<file path="src/autoneg_pkg.sv">
package autoneg_pkg;

  // ----------------------------------------------------------------
  // Timing
  // ----------------------------------------------------------------
  localparam int CLK_PERIOD_PS = 4000;           // 250 MHz core clock
  localparam int LT_UNIT_PS    = 32768000;       // 32.768 us per timer step
  localparam int LT_UNIT_CYC   = LT_UNIT_PS / CLK_PERIOD_PS;
  localparam int LT_PERIODS    = 3;              // Timer periods per sequence
  localparam logic [1:0] STRAP_DLY = 2'h3;       // Edges until the strap is settled

  // ----------------------------------------------------------------
  // Register map (5-bit management addresses)
  // ----------------------------------------------------------------
  localparam logic [4:0] REG_CTRL = 5'h00;
  localparam logic [4:0] REG_STAT = 5'h01;
  localparam logic [4:0] REG_ADV  = 5'h04;
  localparam logic [4:0] REG_IRQ  = 5'h10;
  localparam logic [4:0] REG_STD  = 5'h11;

  localparam int CTRL_RESTART_BIT = 9;
  localparam int CTRL_ANEN_BIT    = 12;
  localparam int STAT_ABIL_BIT    = 3;
  localparam int STAT_DONE_BIT    = 5;
  localparam int IRQ_EN_BIT       = 0;
  localparam int IRQ_STAT_BIT     = 1;

  localparam logic [15:0] CTRL_RST  = 16'h1000;
  localparam logic [15:0] ADV_RST   = 16'h0020;
  localparam logic [15:0] ADV_SGMII = 16'h0001;

  // ----------------------------------------------------------------
  // Management frame
  // ----------------------------------------------------------------
  localparam logic [5:0] PRE_LEN = 6'h20;
  localparam logic [4:0] HDR_LEN = 5'h0D;
  localparam logic [4:0] RD_LEN  = 5'h11;
  localparam logic [4:0] WR_LEN  = 5'h12;
  localparam logic [1:0] OP_RD   = 2'h2;
  localparam logic [1:0] OP_WR   = 2'h1;

  typedef enum logic {STD_BASEX = 1'b0, STD_SGMII = 1'b1} std_type;
  typedef enum logic [2:0] {N_IDLE = 3'b001, N_RUN = 3'b010, N_DONE = 3'b100} neg_state_type;
  typedef enum logic [3:0] {
    M_PRE = 4'b0001, M_HDR = 4'b0010, M_RD = 4'b0100, M_WR = 4'b1000
  } mdio_state_type;

  typedef struct packed {
    logic [8:0] basex;
    logic [8:0] sgmii;
  } link_timer_type;

endpackage

</file>
<file path="src/autoneg_standard_switch_ctrl.sv">
// Summary of operation
// - Completion needs at least three full link-timer periods.
// - Register 16 holds interrupt enable and completion status.
// - Interrupt output stays low while the interrupt is disabled.
// - When enabled, interrupt output rises after a negotiation completes.
// - Interrupt stays high until zero is written to status bit 1 or to enable bit 0.
// - Strap low gives 1000BASE-X after reset.
// - Strap high gives SGMII after reset.
// - A new strap level takes effect only through a later reset.
// - Register 17 changes the standard at any time.
// - Registers 0 to 16 follow the new standard right after the write.
// - A running sequence keeps its starting standard until it ends.
// - Changing the standard does not start a sequence.
// - Writing control bit 9 starts a new sequence.
// - 1000BASE-X timer setting is sampled at each sequence start.
// - SGMII timer setting is sampled at each sequence start.
// - Dual builds take two per-standard timer settings.
// - Timer period is setting times 32.768 us.
// - Sequence starts on reset, sync loss, partner start or restart.
module autoneg_standard_switch_ctrl
  import autoneg_pkg::*;
#(
  parameter int LT_UNIT_CYCLES = LT_UNIT_CYC  // Cycles per timer step
) (
  input  wire logic           i_mclk,         // Core clock
  input  wire logic           i_rst,          // Async reset, high
  input  wire logic           i_std_pin,      // Standard strap, async
  input  wire logic           i_sync_lost,    // Receiver lost sync
  input  wire logic           i_partner_cfg,  // Partner is negotiating
  input  wire link_timer_type i_link_timer,   // Per-standard timer settings
  input  wire logic [4:0]     i_phy_addr,     // Management address
  input  wire logic           i_mdc,          // Management clock pin
  input  wire logic           i_mdio_in,      // Management data in
  output logic                o_mdio_out,     // Management data out
  output logic                o_mdio_oe,      // Management drive enable
  output logic                o_neg_done_irq, // Completion interrupt
  output std_type             o_standard,     // Register-side standard
  output std_type             o_neg_standard, // Standard of current sequence
  output logic                o_an_complete,  // Sequence finished
  output logic [15:0]         o_adv           // Advertised abilities
);

  initial begin
    if (LT_UNIT_CYCLES < 1 || LT_UNIT_CYCLES > 16384) begin
      $error("LT_UNIT_CYCLES out of range");
    end
  end

  // ----------------------------------------------------------------
  // Pin synchronisers
  // ----------------------------------------------------------------
  logic [2:0] mdc_s_q;
  logic [1:0] mdio_s_q;
  logic [1:0] pin_s_q;

  // Only stage 1 and later feed logic; stage 0 may be metastable
  always_ff @(posedge i_mclk or posedge i_rst) begin
    if (i_rst) begin
      mdc_s_q  <= 3'h0;
      mdio_s_q <= 2'h0;
      pin_s_q  <= 2'h0;
    end else begin
      mdc_s_q  <= {mdc_s_q[1:0], i_mdc};
      mdio_s_q <= {mdio_s_q[0], i_mdio_in};
      pin_s_q  <= {pin_s_q[0], i_std_pin};
    end
  end

  wire mdc_rise = mdc_s_q[1] & ~mdc_s_q[2];
  wire mdio_bit = mdio_s_q[1];

  // ----------------------------------------------------------------
  // Management frame engine
  // ----------------------------------------------------------------
  mdio_state_type mst_q;
  logic [5:0]     pre_cnt_q;
  logic [4:0]     bit_cnt_q;
  logic [15:0]    shift_q;
  logic [15:0]    rd_data_q;
  logic [4:0]     regad_q;
  logic           wr_stb_q;
  logic [4:0]     wr_addr_q;
  logic [15:0]    wr_data_q;
  logic           mdio_out_q;
  logic           mdio_oe_q;

  // Register read view; depends on the standard in force
  logic [15:0] ctrl_q;
  logic [15:0] adv_q;
  logic        irq_en_q;
  logic        irq_stat_q;
  std_type     std_q;
  neg_state_type nst_q;

  function automatic logic [15:0] reg_read(input logic [4:0] a);
    logic [15:0] v;
    v = 16'h0000;
    unique case (a)
      REG_CTRL: v = ctrl_q;
      REG_STAT: begin
        v[STAT_ABIL_BIT] = 1'b1;
        v[STAT_DONE_BIT] = (nst_q == N_DONE);
      end
      REG_ADV:  v = (std_q == STD_SGMII) ? ADV_SGMII : adv_q;
      REG_IRQ:  begin
        v[IRQ_EN_BIT]   = irq_en_q;
        v[IRQ_STAT_BIT] = irq_stat_q;
      end
      REG_STD:  v[0] = std_q;
      default:  v = 16'h0000;
    endcase
    return v;
  endfunction

  wire [15:0] shift_in  = {shift_q[14:0], mdio_bit};
  wire        hdr_last  = (bit_cnt_q == HDR_LEN - 5'h01);
  wire        hdr_ok    = shift_in[12] && (shift_in[9:5] == i_phy_addr);
  wire [4:0]  rd_idx    = 5'h10 - bit_cnt_q;

  // Samples on rising management clock, drives just after it
  always_ff @(posedge i_mclk or posedge i_rst) begin
    if (i_rst) begin
      mst_q      <= M_PRE;
      pre_cnt_q  <= 6'h00;
      bit_cnt_q  <= 5'h00;
      shift_q    <= 16'h0000;
      rd_data_q  <= 16'h0000;
      regad_q    <= 5'h00;
      wr_stb_q   <= 1'b0;
      wr_addr_q  <= 5'h00;
      wr_data_q  <= 16'h0000;
      mdio_out_q <= 1'b0;
      mdio_oe_q  <= 1'b0;
    end else begin
      wr_stb_q <= 1'b0;
      if (mdc_rise) begin
        unique case (mst_q)
          M_PRE: begin
            bit_cnt_q <= 5'h00;
            if (mdio_bit) begin
              pre_cnt_q <= (pre_cnt_q == PRE_LEN) ? PRE_LEN : pre_cnt_q + 6'h01;
            end else begin
              pre_cnt_q <= 6'h00;
              if (pre_cnt_q == PRE_LEN) begin
                mst_q <= M_HDR;
              end
            end
          end
          M_HDR: begin
            shift_q   <= shift_in;
            bit_cnt_q <= bit_cnt_q + 5'h01;
            if (hdr_last) begin
              bit_cnt_q <= 5'h00;
              regad_q   <= shift_in[4:0];
              rd_data_q <= reg_read(shift_in[4:0]);
              if (hdr_ok && shift_in[11:10] == OP_RD) begin
                mst_q <= M_RD;
              end else if (hdr_ok && shift_in[11:10] == OP_WR) begin
                mst_q <= M_WR;
              end else begin
                mst_q <= M_PRE;
              end
            end
          end
          M_RD: begin
            bit_cnt_q  <= bit_cnt_q + 5'h01;
            // Turnaround, sixteen data bits, then release on the next rise
            mdio_oe_q  <= (bit_cnt_q != RD_LEN);
            mdio_out_q <= (bit_cnt_q == 5'h00) ? 1'b0 : rd_data_q[rd_idx[3:0]];
            if (bit_cnt_q == RD_LEN) begin
              mdio_out_q <= 1'b0;
              mst_q      <= M_PRE;
            end
          end
          M_WR: begin
            shift_q   <= shift_in;
            bit_cnt_q <= bit_cnt_q + 5'h01;
            if (bit_cnt_q == WR_LEN - 5'h01) begin
              wr_stb_q  <= 1'b1;
              wr_addr_q <= regad_q;
              wr_data_q <= shift_in;
              mst_q     <= M_PRE;
            end
          end
          default: mst_q <= M_PRE;
        endcase
      end
    end
  end

  // ----------------------------------------------------------------
  // Register file
  // ----------------------------------------------------------------
  wire wr_ctrl = wr_stb_q && (wr_addr_q == REG_CTRL);
  wire wr_adv  = wr_stb_q && (wr_addr_q == REG_ADV) && (std_q == STD_BASEX);
  wire wr_irq  = wr_stb_q && (wr_addr_q == REG_IRQ);
  wire wr_std  = wr_stb_q && (wr_addr_q == REG_STD);
  wire restart = wr_ctrl && wr_data_q[CTRL_RESTART_BIT];
  wire an_en   = ctrl_q[CTRL_ANEN_BIT];

  logic [1:0] strap_cnt_q;
  logic       boot_q;
  // strap is looked at only after a reset release
  wire strap_load = (strap_cnt_q == STRAP_DLY - 2'h1);

  // Strap capture waits for the synchroniser to fill after release
  always_ff @(posedge i_mclk or posedge i_rst) begin
    if (i_rst) begin
      strap_cnt_q <= 2'h0;
      boot_q      <= 1'b0;
    end else begin
      strap_cnt_q <= (strap_cnt_q == STRAP_DLY) ? STRAP_DLY : strap_cnt_q + 2'h1;
      boot_q      <= strap_load;
    end
  end

  // strap or register write picks the standard
  wire std_type std_d = strap_load ? std_type'(pin_s_q[1]) :
                        wr_std     ? std_type'(wr_data_q[0]) : std_q;

  // Restart is self-clearing and never stored
  wire [15:0] ctrl_d = wr_ctrl ? (wr_data_q & ~(16'h0001 << CTRL_RESTART_BIT)) : ctrl_q;

  always_ff @(posedge i_mclk or posedge i_rst) begin
    if (i_rst) begin
      ctrl_q <= CTRL_RST;
      adv_q  <= ADV_RST;
      std_q  <= STD_BASEX;
    end else begin
      ctrl_q <= ctrl_d;
      adv_q  <= wr_adv ? wr_data_q : adv_q;
      std_q  <= std_d;
    end
  end

  // ----------------------------------------------------------------
  // Negotiation sequencer
  // ----------------------------------------------------------------
  logic       sl_q;
  logic       pc_q;
  logic [13:0] unit_cnt_q;
  logic [8:0] tick_cnt_q;
  logic [1:0] per_cnt_q;
  logic [8:0] lt_q;
  std_type    neg_std_q;

  // start triggers; partner start matters only outside a sequence
  wire start = an_en && (boot_q || restart || (i_sync_lost && !sl_q) ||
               (i_partner_cfg && !pc_q && nst_q != N_RUN));
  wire [8:0] lt_sel = (std_q == STD_SGMII) ? i_link_timer.sgmii : i_link_timer.basex;
  // A zero setting would only expire after 512 steps, so it counts as one step
  wire [8:0] lt_eff = (lt_q == 9'h000) ? 9'h001 : lt_q;
  wire unit_end = (unit_cnt_q == 14'(LT_UNIT_CYCLES - 1));
  wire per_end  = unit_end && (tick_cnt_q == lt_eff - 9'h001);
  wire finish   = (nst_q == N_RUN) && per_end && (per_cnt_q == 2'(LT_PERIODS - 1)) && !start;

  neg_state_type nst_d;
  always_comb begin
    nst_d = nst_q;
    unique case (nst_q)
      N_IDLE:  nst_d = start ? N_RUN : N_IDLE;
      N_RUN:   nst_d = start ? N_RUN : !an_en ? N_IDLE : finish ? N_DONE : N_RUN;
      N_DONE:  nst_d = start ? N_RUN : an_en ? N_DONE : N_IDLE;
      default: nst_d = N_IDLE;
    endcase
  end

  always_ff @(posedge i_mclk or posedge i_rst) begin
    if (i_rst) begin
      nst_q      <= N_IDLE;
      sl_q       <= 1'b0;
      pc_q       <= 1'b0;
      unit_cnt_q <= 14'h0000;
      tick_cnt_q <= 9'h000;
      per_cnt_q  <= 2'h0;
      lt_q       <= 9'h000;
      neg_std_q  <= STD_BASEX;
    end else begin
      nst_q <= nst_d;
      sl_q  <= i_sync_lost;
      pc_q  <= i_partner_cfg;
      if (start) begin
        // standard and setting frozen for the sequence
        lt_q       <= lt_sel;
        neg_std_q  <= std_q;
        unit_cnt_q <= 14'h0000;
        tick_cnt_q <= 9'h000;
        per_cnt_q  <= 2'h0;
      end else if (nst_q == N_RUN) begin
        unit_cnt_q <= unit_end ? 14'h0000 : unit_cnt_q + 14'h0001;
        if (unit_end) begin
          tick_cnt_q <= per_end ? 9'h000 : tick_cnt_q + 9'h001;
        end
        if (per_end) begin
          per_cnt_q <= per_cnt_q + 2'h1;
        end
      end
    end
  end

  // ----------------------------------------------------------------
  // Completion interrupt
  // ----------------------------------------------------------------
  // a zero written to the status bit clears; completion wins a tie
  wire irq_clr    = wr_irq && !wr_data_q[IRQ_STAT_BIT];
  wire irq_en_d   = wr_irq ? wr_data_q[IRQ_EN_BIT] : irq_en_q;
  wire irq_stat_d = (finish && irq_en_q) || (irq_stat_q && !irq_clr);

  always_ff @(posedge i_mclk or posedge i_rst) begin
    if (i_rst) begin
      irq_en_q       <= 1'b0;
      irq_stat_q     <= 1'b0;
      o_neg_done_irq <= 1'b0;
    end else begin
      irq_en_q       <= irq_en_d;
      irq_stat_q     <= irq_stat_d;
      o_neg_done_irq <= irq_stat_d && irq_en_d;
    end
  end

  assign o_mdio_out     = mdio_out_q;
  assign o_mdio_oe      = mdio_oe_q;
  assign o_standard     = std_q;
  assign o_neg_standard = neg_std_q;
  assign o_an_complete  = nst_q[2];
  assign o_adv          = adv_q;

  // ----------------------------------------------------------------
  // Checks
  // ----------------------------------------------------------------
  logic [31:0] run_len_q;
  always_ff @(posedge i_mclk or posedge i_rst) begin
    if (i_rst) begin
      run_len_q <= 32'h0;
    end else begin
      run_len_q <= start ? 32'h0 : (nst_q == N_RUN) ? run_len_q + 32'h1 : run_len_q;
    end
  end
endmodule

</file>
<file path="config.mk">
export PLATFORM = sky130hd
export DESIGN_NAME = autoneg_standard_switch_ctrl
export DESIGN_NICKNAME = d
export VERILOG_FILES = /design/src/autoneg_pkg.sv /design/src/autoneg_standard_switch_ctrl.sv
export SDC_FILE = /design/constraint.sdc
export NUM_CORES = 1
export LEC_CHECK = 0
export BUFFER_PORTS_ARGS = -buffer_cell sky130_fd_sc_hd__buf_2
export CORE_MARGIN = 4
export CORE_UTILIZATION = 55
export CTS_BUF_LIST = sky130_fd_sc_hd__clkbuf_2
export CTS_CLUSTER_SIZE = 24
export DETAILED_ROUTE_END_ITERATION = 6
export PLACE_DENSITY = 0.79
export RECOVER_POWER = 100
export SKIP_CTS_REPAIR_TIMING = 1
export SYNTH_ARGS = -nofsm -noshare
export SYNTH_HDL_FRONTEND = slang
export SYNTH_SLANG_ARGS = --single-unit
</file>
<file path="constraint.sdc">
create_clock -name i_mclk -period 5.1 [get_ports i_mclk]
set_input_delay 0.51 -clock i_mclk [delete_from_list [all_inputs] [get_ports i_mclk]]
set_output_delay 0.51 -clock i_mclk [all_outputs]
set_load 0.01 [all_outputs]
</file>
# [Word level (Yosys, flattened, before mapping)]
# Index checks and enable logic that the tools add are counted.
[op_classes] reduce_logical=50 n_lt_le_gt_ge=1 div_mod_pow=0 n_shift=0 n_bitwise=3 n_mul=0 mux=49 eq_ne=31 add_sub_neg=8
[op_table] op="two-way mux 9 bit" count=6
[op_table] op="two-way mux 14 bit" count=3
[op_table] op="== test 5 bit, second input constant" count=5
[op_table] op="two-way mux 4 bit" count=6
[op_table] op="logical AND 1 bit" count=21
[op_table] op="case mux 10 bit (2 select lines)" count=1
[op_table] op="two-way mux 16 bit" count=1
[op_table] op="zero test 5 bit" count=3
[op_table] op="two-way mux 3 bit" count=5
[op_table] op="case mux 5 bit (3 select lines)" count=1
[op_table] op="adder 14 x 1 -> 14 bit, second input constant" count=1
[op_table] op="== test 14 x 13 -> 1 bit, second input constant" count=1
[op_table] op="two-way mux 6 bit" count=2
[op_table] op="case mux 4 bit (3 select lines)" count=1
[op_table] op="AND reduction 2 bit" count=6
[op_table] op="== test 5 x 3 -> 1 bit, second input constant" count=2
[op_table] op="two-way mux 2 bit" count=5
[op_table] op="adder 9 x 1 -> 9 bit, second input constant" count=1
[op_table] op="== test 9 bit" count=1
[op_table] op="zero test 9 bit" count=1
[op_table] op="two-way mux 1 bit" count=9
[op_table] op="case mux 1 bit (3 select lines)" count=3
[op_table] op="case mux 3 bit (3 select lines)" count=1
[op_table] op="subtractor 9 x 1 -> 9 bit, second input constant" count=1
[op_table] op="other kinds (35)" count=55
[totals] out_inout_bits=22 mem_bits_ro=0 register_bits=160 wordCells=172 latchBits=0 memories=0 input_bits=30 ramBits=0

# [Longest topological paths before layout]
[depth] word_depth=13 ltp_mapped=11 mapped_depth_nobuf=10

# [Least setup slack after synthesis]
# No wires, ideal clock.
[synth_timing] path_type="register -> register" startpoint="reg lt_q[4]" endpoint="reg per_cnt_q[0]" stages_incl_launch_ff=11 setup_time_ps=125 required_time_ps=4975 slack_ps=2263 arrival_time_ps=2712 path_buffers=0 synth_period_minus_slack_ps=2837 path_cell_list="dfrtp_1 nor4_1 a31oi_1 ha_1 nor3b_1 nand2_1 xnor2_1 a2111o_1 a2111oi_4 nand2_1 mux2_4"
[synth_between] elab_chain_cells=7
[synth_rtl] item="start: declaration" line_no="autoneg_standard_switch_ctrl.sv:244" source="logic [8:0] lt_q;"
[synth_rtl] item="start signal: assignment" line_no="autoneg_standard_switch_ctrl.sv:284" source="lt_q <= lt_sel;"
[synth_rtl] item="zero test 9 bit" line_no="autoneg_standard_switch_ctrl.sv:252" source="wire [8:0] lt_eff = (lt_q == 9'h000) ? 9'h001 : lt_q;"
[synth_rtl] item="two-way mux 9 bit (*)" line_no="autoneg_standard_switch_ctrl.sv:252"
[synth_rtl] item="subtractor 9 x 1 -> 9 bit (*)" line_no="autoneg_standard_switch_ctrl.sv:254" source="wire per_end = unit_end && (tick_cnt_q == lt_eff - 9'h001);"
[synth_rtl] item="== test 9 bit (*)" line_no="autoneg_standard_switch_ctrl.sv:254"
[synth_rtl] item="logical AND 1 bit (*)" line_no="autoneg_standard_switch_ctrl.sv:254"
[synth_rtl] item="nonzero test 2 bit (no source line) (*)"
[synth_rtl] item="AND reduction 2 bit (no source line) (*)"
[synth_rtl] item="end signal: assignment" line_no="autoneg_standard_switch_ctrl.sv:295" source="per_cnt_q <= per_cnt_q + 2'h1;"
[synth_rtl] item="end: declaration" line_no="autoneg_standard_switch_ctrl.sv:243" source="logic [1:0] per_cnt_q;"
# Mark *: on every way between the ends. The rest lies on a longest branch, timed or not.
# A chain may end at the register's enable or synchronous reset.

# [Worst setup path after layout]
[layout_timing] startpoint="reg lt_q[4]" endpoint="reg tick_cnt_q[6]"
[layout_between] elab_chain_cells=9
[layout_rtl] item="zero test 9 bit" line_no="autoneg_standard_switch_ctrl.sv:252"
[layout_rtl] item="two-way mux 9 bit (*)" line_no="autoneg_standard_switch_ctrl.sv:252"
[layout_rtl] item="subtractor 9 x 1 -> 9 bit (*)" line_no="autoneg_standard_switch_ctrl.sv:254"
[layout_rtl] item="== test 9 bit (*)" line_no="autoneg_standard_switch_ctrl.sv:254"
[layout_rtl] item="logical AND 1 bit (*)" line_no="autoneg_standard_switch_ctrl.sv:254"
[layout_rtl] item="two-way mux 9 bit (*)" line_no="autoneg_standard_switch_ctrl.sv:292" source="tick_cnt_q <= per_end ? 9'h000 : tick_cnt_q + 9'h001;"
[layout_rtl] item="two-way mux 9 bit (*)" line_no="autoneg_standard_switch_ctrl.sv:291" source="if (unit_end) begin"
[layout_rtl] item="two-way mux 9 bit (*)" line_no="autoneg_standard_switch_ctrl.sv:289" source="end else if (nst_q == N_RUN) begin"
[layout_rtl] item="two-way mux 9 bit (*)" line_no="autoneg_standard_switch_ctrl.sv:282" source="if (start) begin"
[layout_rtl] item="end signal: assignment" line_no="autoneg_standard_switch_ctrl.sv:292"
[layout_rtl] item="end: declaration" line_no="autoneg_standard_switch_ctrl.sv:242" source="logic [8:0] tick_cnt_q;"
# Mark *: on every way between the ends. The rest lies on a longest branch, timed or not. The select of a mux whose other input is x is not followed.

==> flow_metrics.env <==
export IMPL_outcome="complete, but fails checks"
export IMPL_violations="design-rule violations, negative hold slack, max-capacitance violations, max-slew violations"
export IMPL_yosys_area_share_simple_pct=16.1
export IMPL_fmax_mhz=248
export IMPL_ioPinCount=52
export IMPL_coreArea_um2=13400
export IMPL_fin_crit_ns=4.04
export IMPL_fin_nets=784
export IMPL_syn_inst=694
export IMPL_place_hpwl_um=11100
export IMPL_synth_cell_types=63
export IMPL_htreeDepth=4
export IMPL_slew_viol_final=49
export IMPL_critPathKind="register to register"
export IMPL_async_flop_share_pct=100
export IMPL_synth_xor_area_share_pct=3.58
export IMPL_rows=42
export IMPL_antenna_cells=0
export IMPL_avgSynthCellArea_um2=10.9
export IMPL_synth_compound_area_share_pct=9.66
export IMPL_grt_pass1_vias=5424
export IMPL_yosys_warnings=0
export IMPL_drt_iter0_drc=356
export IMPL_power_density_nw_per_um2=259
export IMPL_drc=2
export IMPL_firstDrtPassIters=7
export IMPL_synthTopCellsByCount="dfrtp_1 (156), nor2_1 (77), mux2_2 (72)"
export IMPL_port_buffers=51
export IMPL_yosys_area_top_type="dfrtp_1"
export IMPL_grt_ovfl_total=0
export IMPL_dr_total_vias=5465
export IMPL_cts_tree="built"
export IMPL_finalNonFillerCells=934
export IMPL_synth_edf_count=0
export IMPL_peakVddDrop_uv=276
export IMPL_crit_required_ns=5.73
export IMPL_worst_pin_slew_ns=2.57
export IMPL_place_inst=897
export IMPL_syn_num_nets=733
export IMPL_ant_nets=0
export IMPL_wirelength_um=16000
export IMPL_grt_usage_pct=21.0
export IMPL_postLayoutCoreUtil_pct=61.3
export IMPL_initial_core_util_pct=56.6
export IMPL_relSlewSlack_pct=-71.6
export IMPL_ys_ff_latch=160
export IMPL_fin_area_um2=8210
export IMPL_finalSetupTns_ns=0
export IMPL_cap_violations=1
export IMPL_finalSetupViolCount=0
export IMPL_die_y_um=125
export IMPL_cts_sinks=160
export IMPL_die_w_um=125
export IMPL_synth_most_common_cell="dfrtp_1"
export IMPL_ys_flop_type="dfrtp_1"
export IMPL_worstSkewPairLatency_ns=0.73
export IMPL_placed_area_um2=8000
export IMPL_cpMaxStageDelayCell="a2111oi_2"
export IMPL_rsz0062_at_grt="false"
export IMPL_antenna_found_initial=0
export IMPL_grt_max_degree=114
export IMPL_final_layout_size_suffix_gt1_share_pct=19.9
export IMPL_total_power_mw=2.13
export IMPL_crit_arrival_ns=4.66
export IMPL_finalHoldViolCount=22
export IMPL_synth_top_area_share_pct=51.5
export IMPL_ys_seq_area_share_pct=52.8
export IMPL_grt_pass1_wl_um=27000
export IMPL_cts_path_max_buffers=2
export IMPL_synthAdderAreaFrac_pct=1.48
export IMPL_clock_skew_ns=0.0304
export IMPL_area_delta_synth_final_pct=8.23
export IMPL_ys_top_cells_by_area="dfrtp_1 (51%), mux2_2 (11%), nor2_1 (3.8%)"
export IMPL_cts_buffers=17
export IMPL_setup_worst_path_start_class="register"
export IMPL_worstHoldPathType="input port to asynchronous set/reset pin"
export IMPL_slowest_delay_ns=1.05
export IMPL_crit_fanout=12
export IMPL_critPathCaptureType="register"
export IMPL_p_leak_nw=3.82
export IMPL_synth_top_family_by_area="simple AND/OR/NAND/NOR gates"
export IMPL_clkSlewWorstSetupHoldPaths_ns=0.22
export IMPL_synth_area_um2=7590
export IMPL_viasPerCell=5.85
export IMPL_dieArea_um2=15700
export IMPL_gp_congestion=0.883
export IMPL_synthMuxAreaShare_pct=13.8
export IMPL_wire_per_inst_um=17.2
export IMPL_path_cells="nor4_1 > a31oi_1 > ha_1 > nor3b_1 > nand2_1 > xnor2_1 > a2111o_1 > a2111oi_2 > nor2_1 > a221o_1"
export IMPL_hold_slack_ns=-0.0217
export IMPL_clockRootBuffer="clkbuf_2"
export IMPL_finalCritPeriodShare_pct=79.1
## per-stage QoR
stage | hold WS [ns] | setup slack [ns]
finish | -0.0217 | 1.06
global route | 0.0246 | 0.642
CTS | -0.162 | 1.44
detailed placement | 0.336 | 1.41
global placement | 0.336 | 1.63
floorplan | 0.331 | 0.277
## layout by cell type (no fill, tap or decap), types with 13 or more instances in the layout
cell type,n
a21oi_1,23
a221oi_1,13
buf_2,28
clkbuf_1,27
clkbuf_2,21
dfrtp_1,156
inv_1,17
mux2_2,72
mux2i_1,13
nand2_1,64
nand3_1,25
nor2_1,77
nor3_1,15
o21ai_0,27
xnor2_1,15
xor2_1,16
## routing by layer
| metal | vias up | GRT usage (%) | share of wire [%] |
|---|---|---|---|
| met2 | 116 | 35.2 | 51 |
| met4 | 0 | 5.87 | 1.4 |
| met3 | 14 | 4.56 | 3.9 |
| li1 | 2575 | - | - |
| met1 | 2760 | 27.8 | 44 |
| met5 | - | 0 | 0 |
## worst max-delay path: cells and delay by family, from the launching register on
kind | cells | cell delay (ns)
xor gates and xnor gates | 1 | 0.07
adders and majority gates | 1 | 0.27
and+or+nand+nor | 4 | 1.17
AOI/OAI and AO/OA | 4 | 1.95
DFF | 1 | 0.49
## kinds of logic (layout without fill, tap and decap cells)
family | count (synthesis) | after routing
XOR/XNOR | 31 | 31
buffers and inverters | 48 | 112
AND/OR/NAND/NOR | 251 | 251
multiplexers | 90 | 90
flip-flops | 160 | 160
adder cells (fa/ha/maj) | 9 | 9
AO/OA/AOI/OAI | 105 | 105
## sequential cells by signal (all words and copies together) (netlist names), 6 cells and up
signal / cells
wr_data_q: 16
shift_q: 15
unit_cnt_q: 14
lt_q: 9
tick_cnt_q: 9
pre_cnt_q: 6
o_adv: 16
rd_data_q: 16
ctrl_q: 15
## worst paths after layout
kind / startpoint / end / slack, ns / depth (start not counted)
setup / recovery: lt_q[4] / tick_cnt_q[6] / 1.06 / 10
hold / removal: i_rst / o_adv[15] / -0.02 / 2
setup reg to reg: lt_q[4] / tick_cnt_q[6] / 1.06 / 10
hold reg to reg: mdio_s_q[0] / mdio_s_q[1] / 0.37 / 0
max in group asynchronous: i_rst / wr_data_q[10] / 2.16 / 3
min in group i_mclk: i_link_timer[16] / lt_q[7] / 0.09 / 3
## layout make-up
class                           instances  area [µm²]
Fill cell                            1097        5190
Sequential cell                       160        4010
Multi-Input combinational cell        486        3360
Timing Repair Buffer                   62         307
Tap cell                              176         220
Clock inverter                         11         140
Clock buffer                           21         105
Inverter                               18        72.6
## power by group
group          leakage, nW  total (mW)  internal, mW  switching (mW)
sequential            2.16        1.32          1.29          0.0271
clock                0.147       0.706         0.277           0.429
combinational         1.52       0.107        0.0424          0.0645
total                 3.82        2.13          1.61           0.520
(Power assumes the default switching activity.)
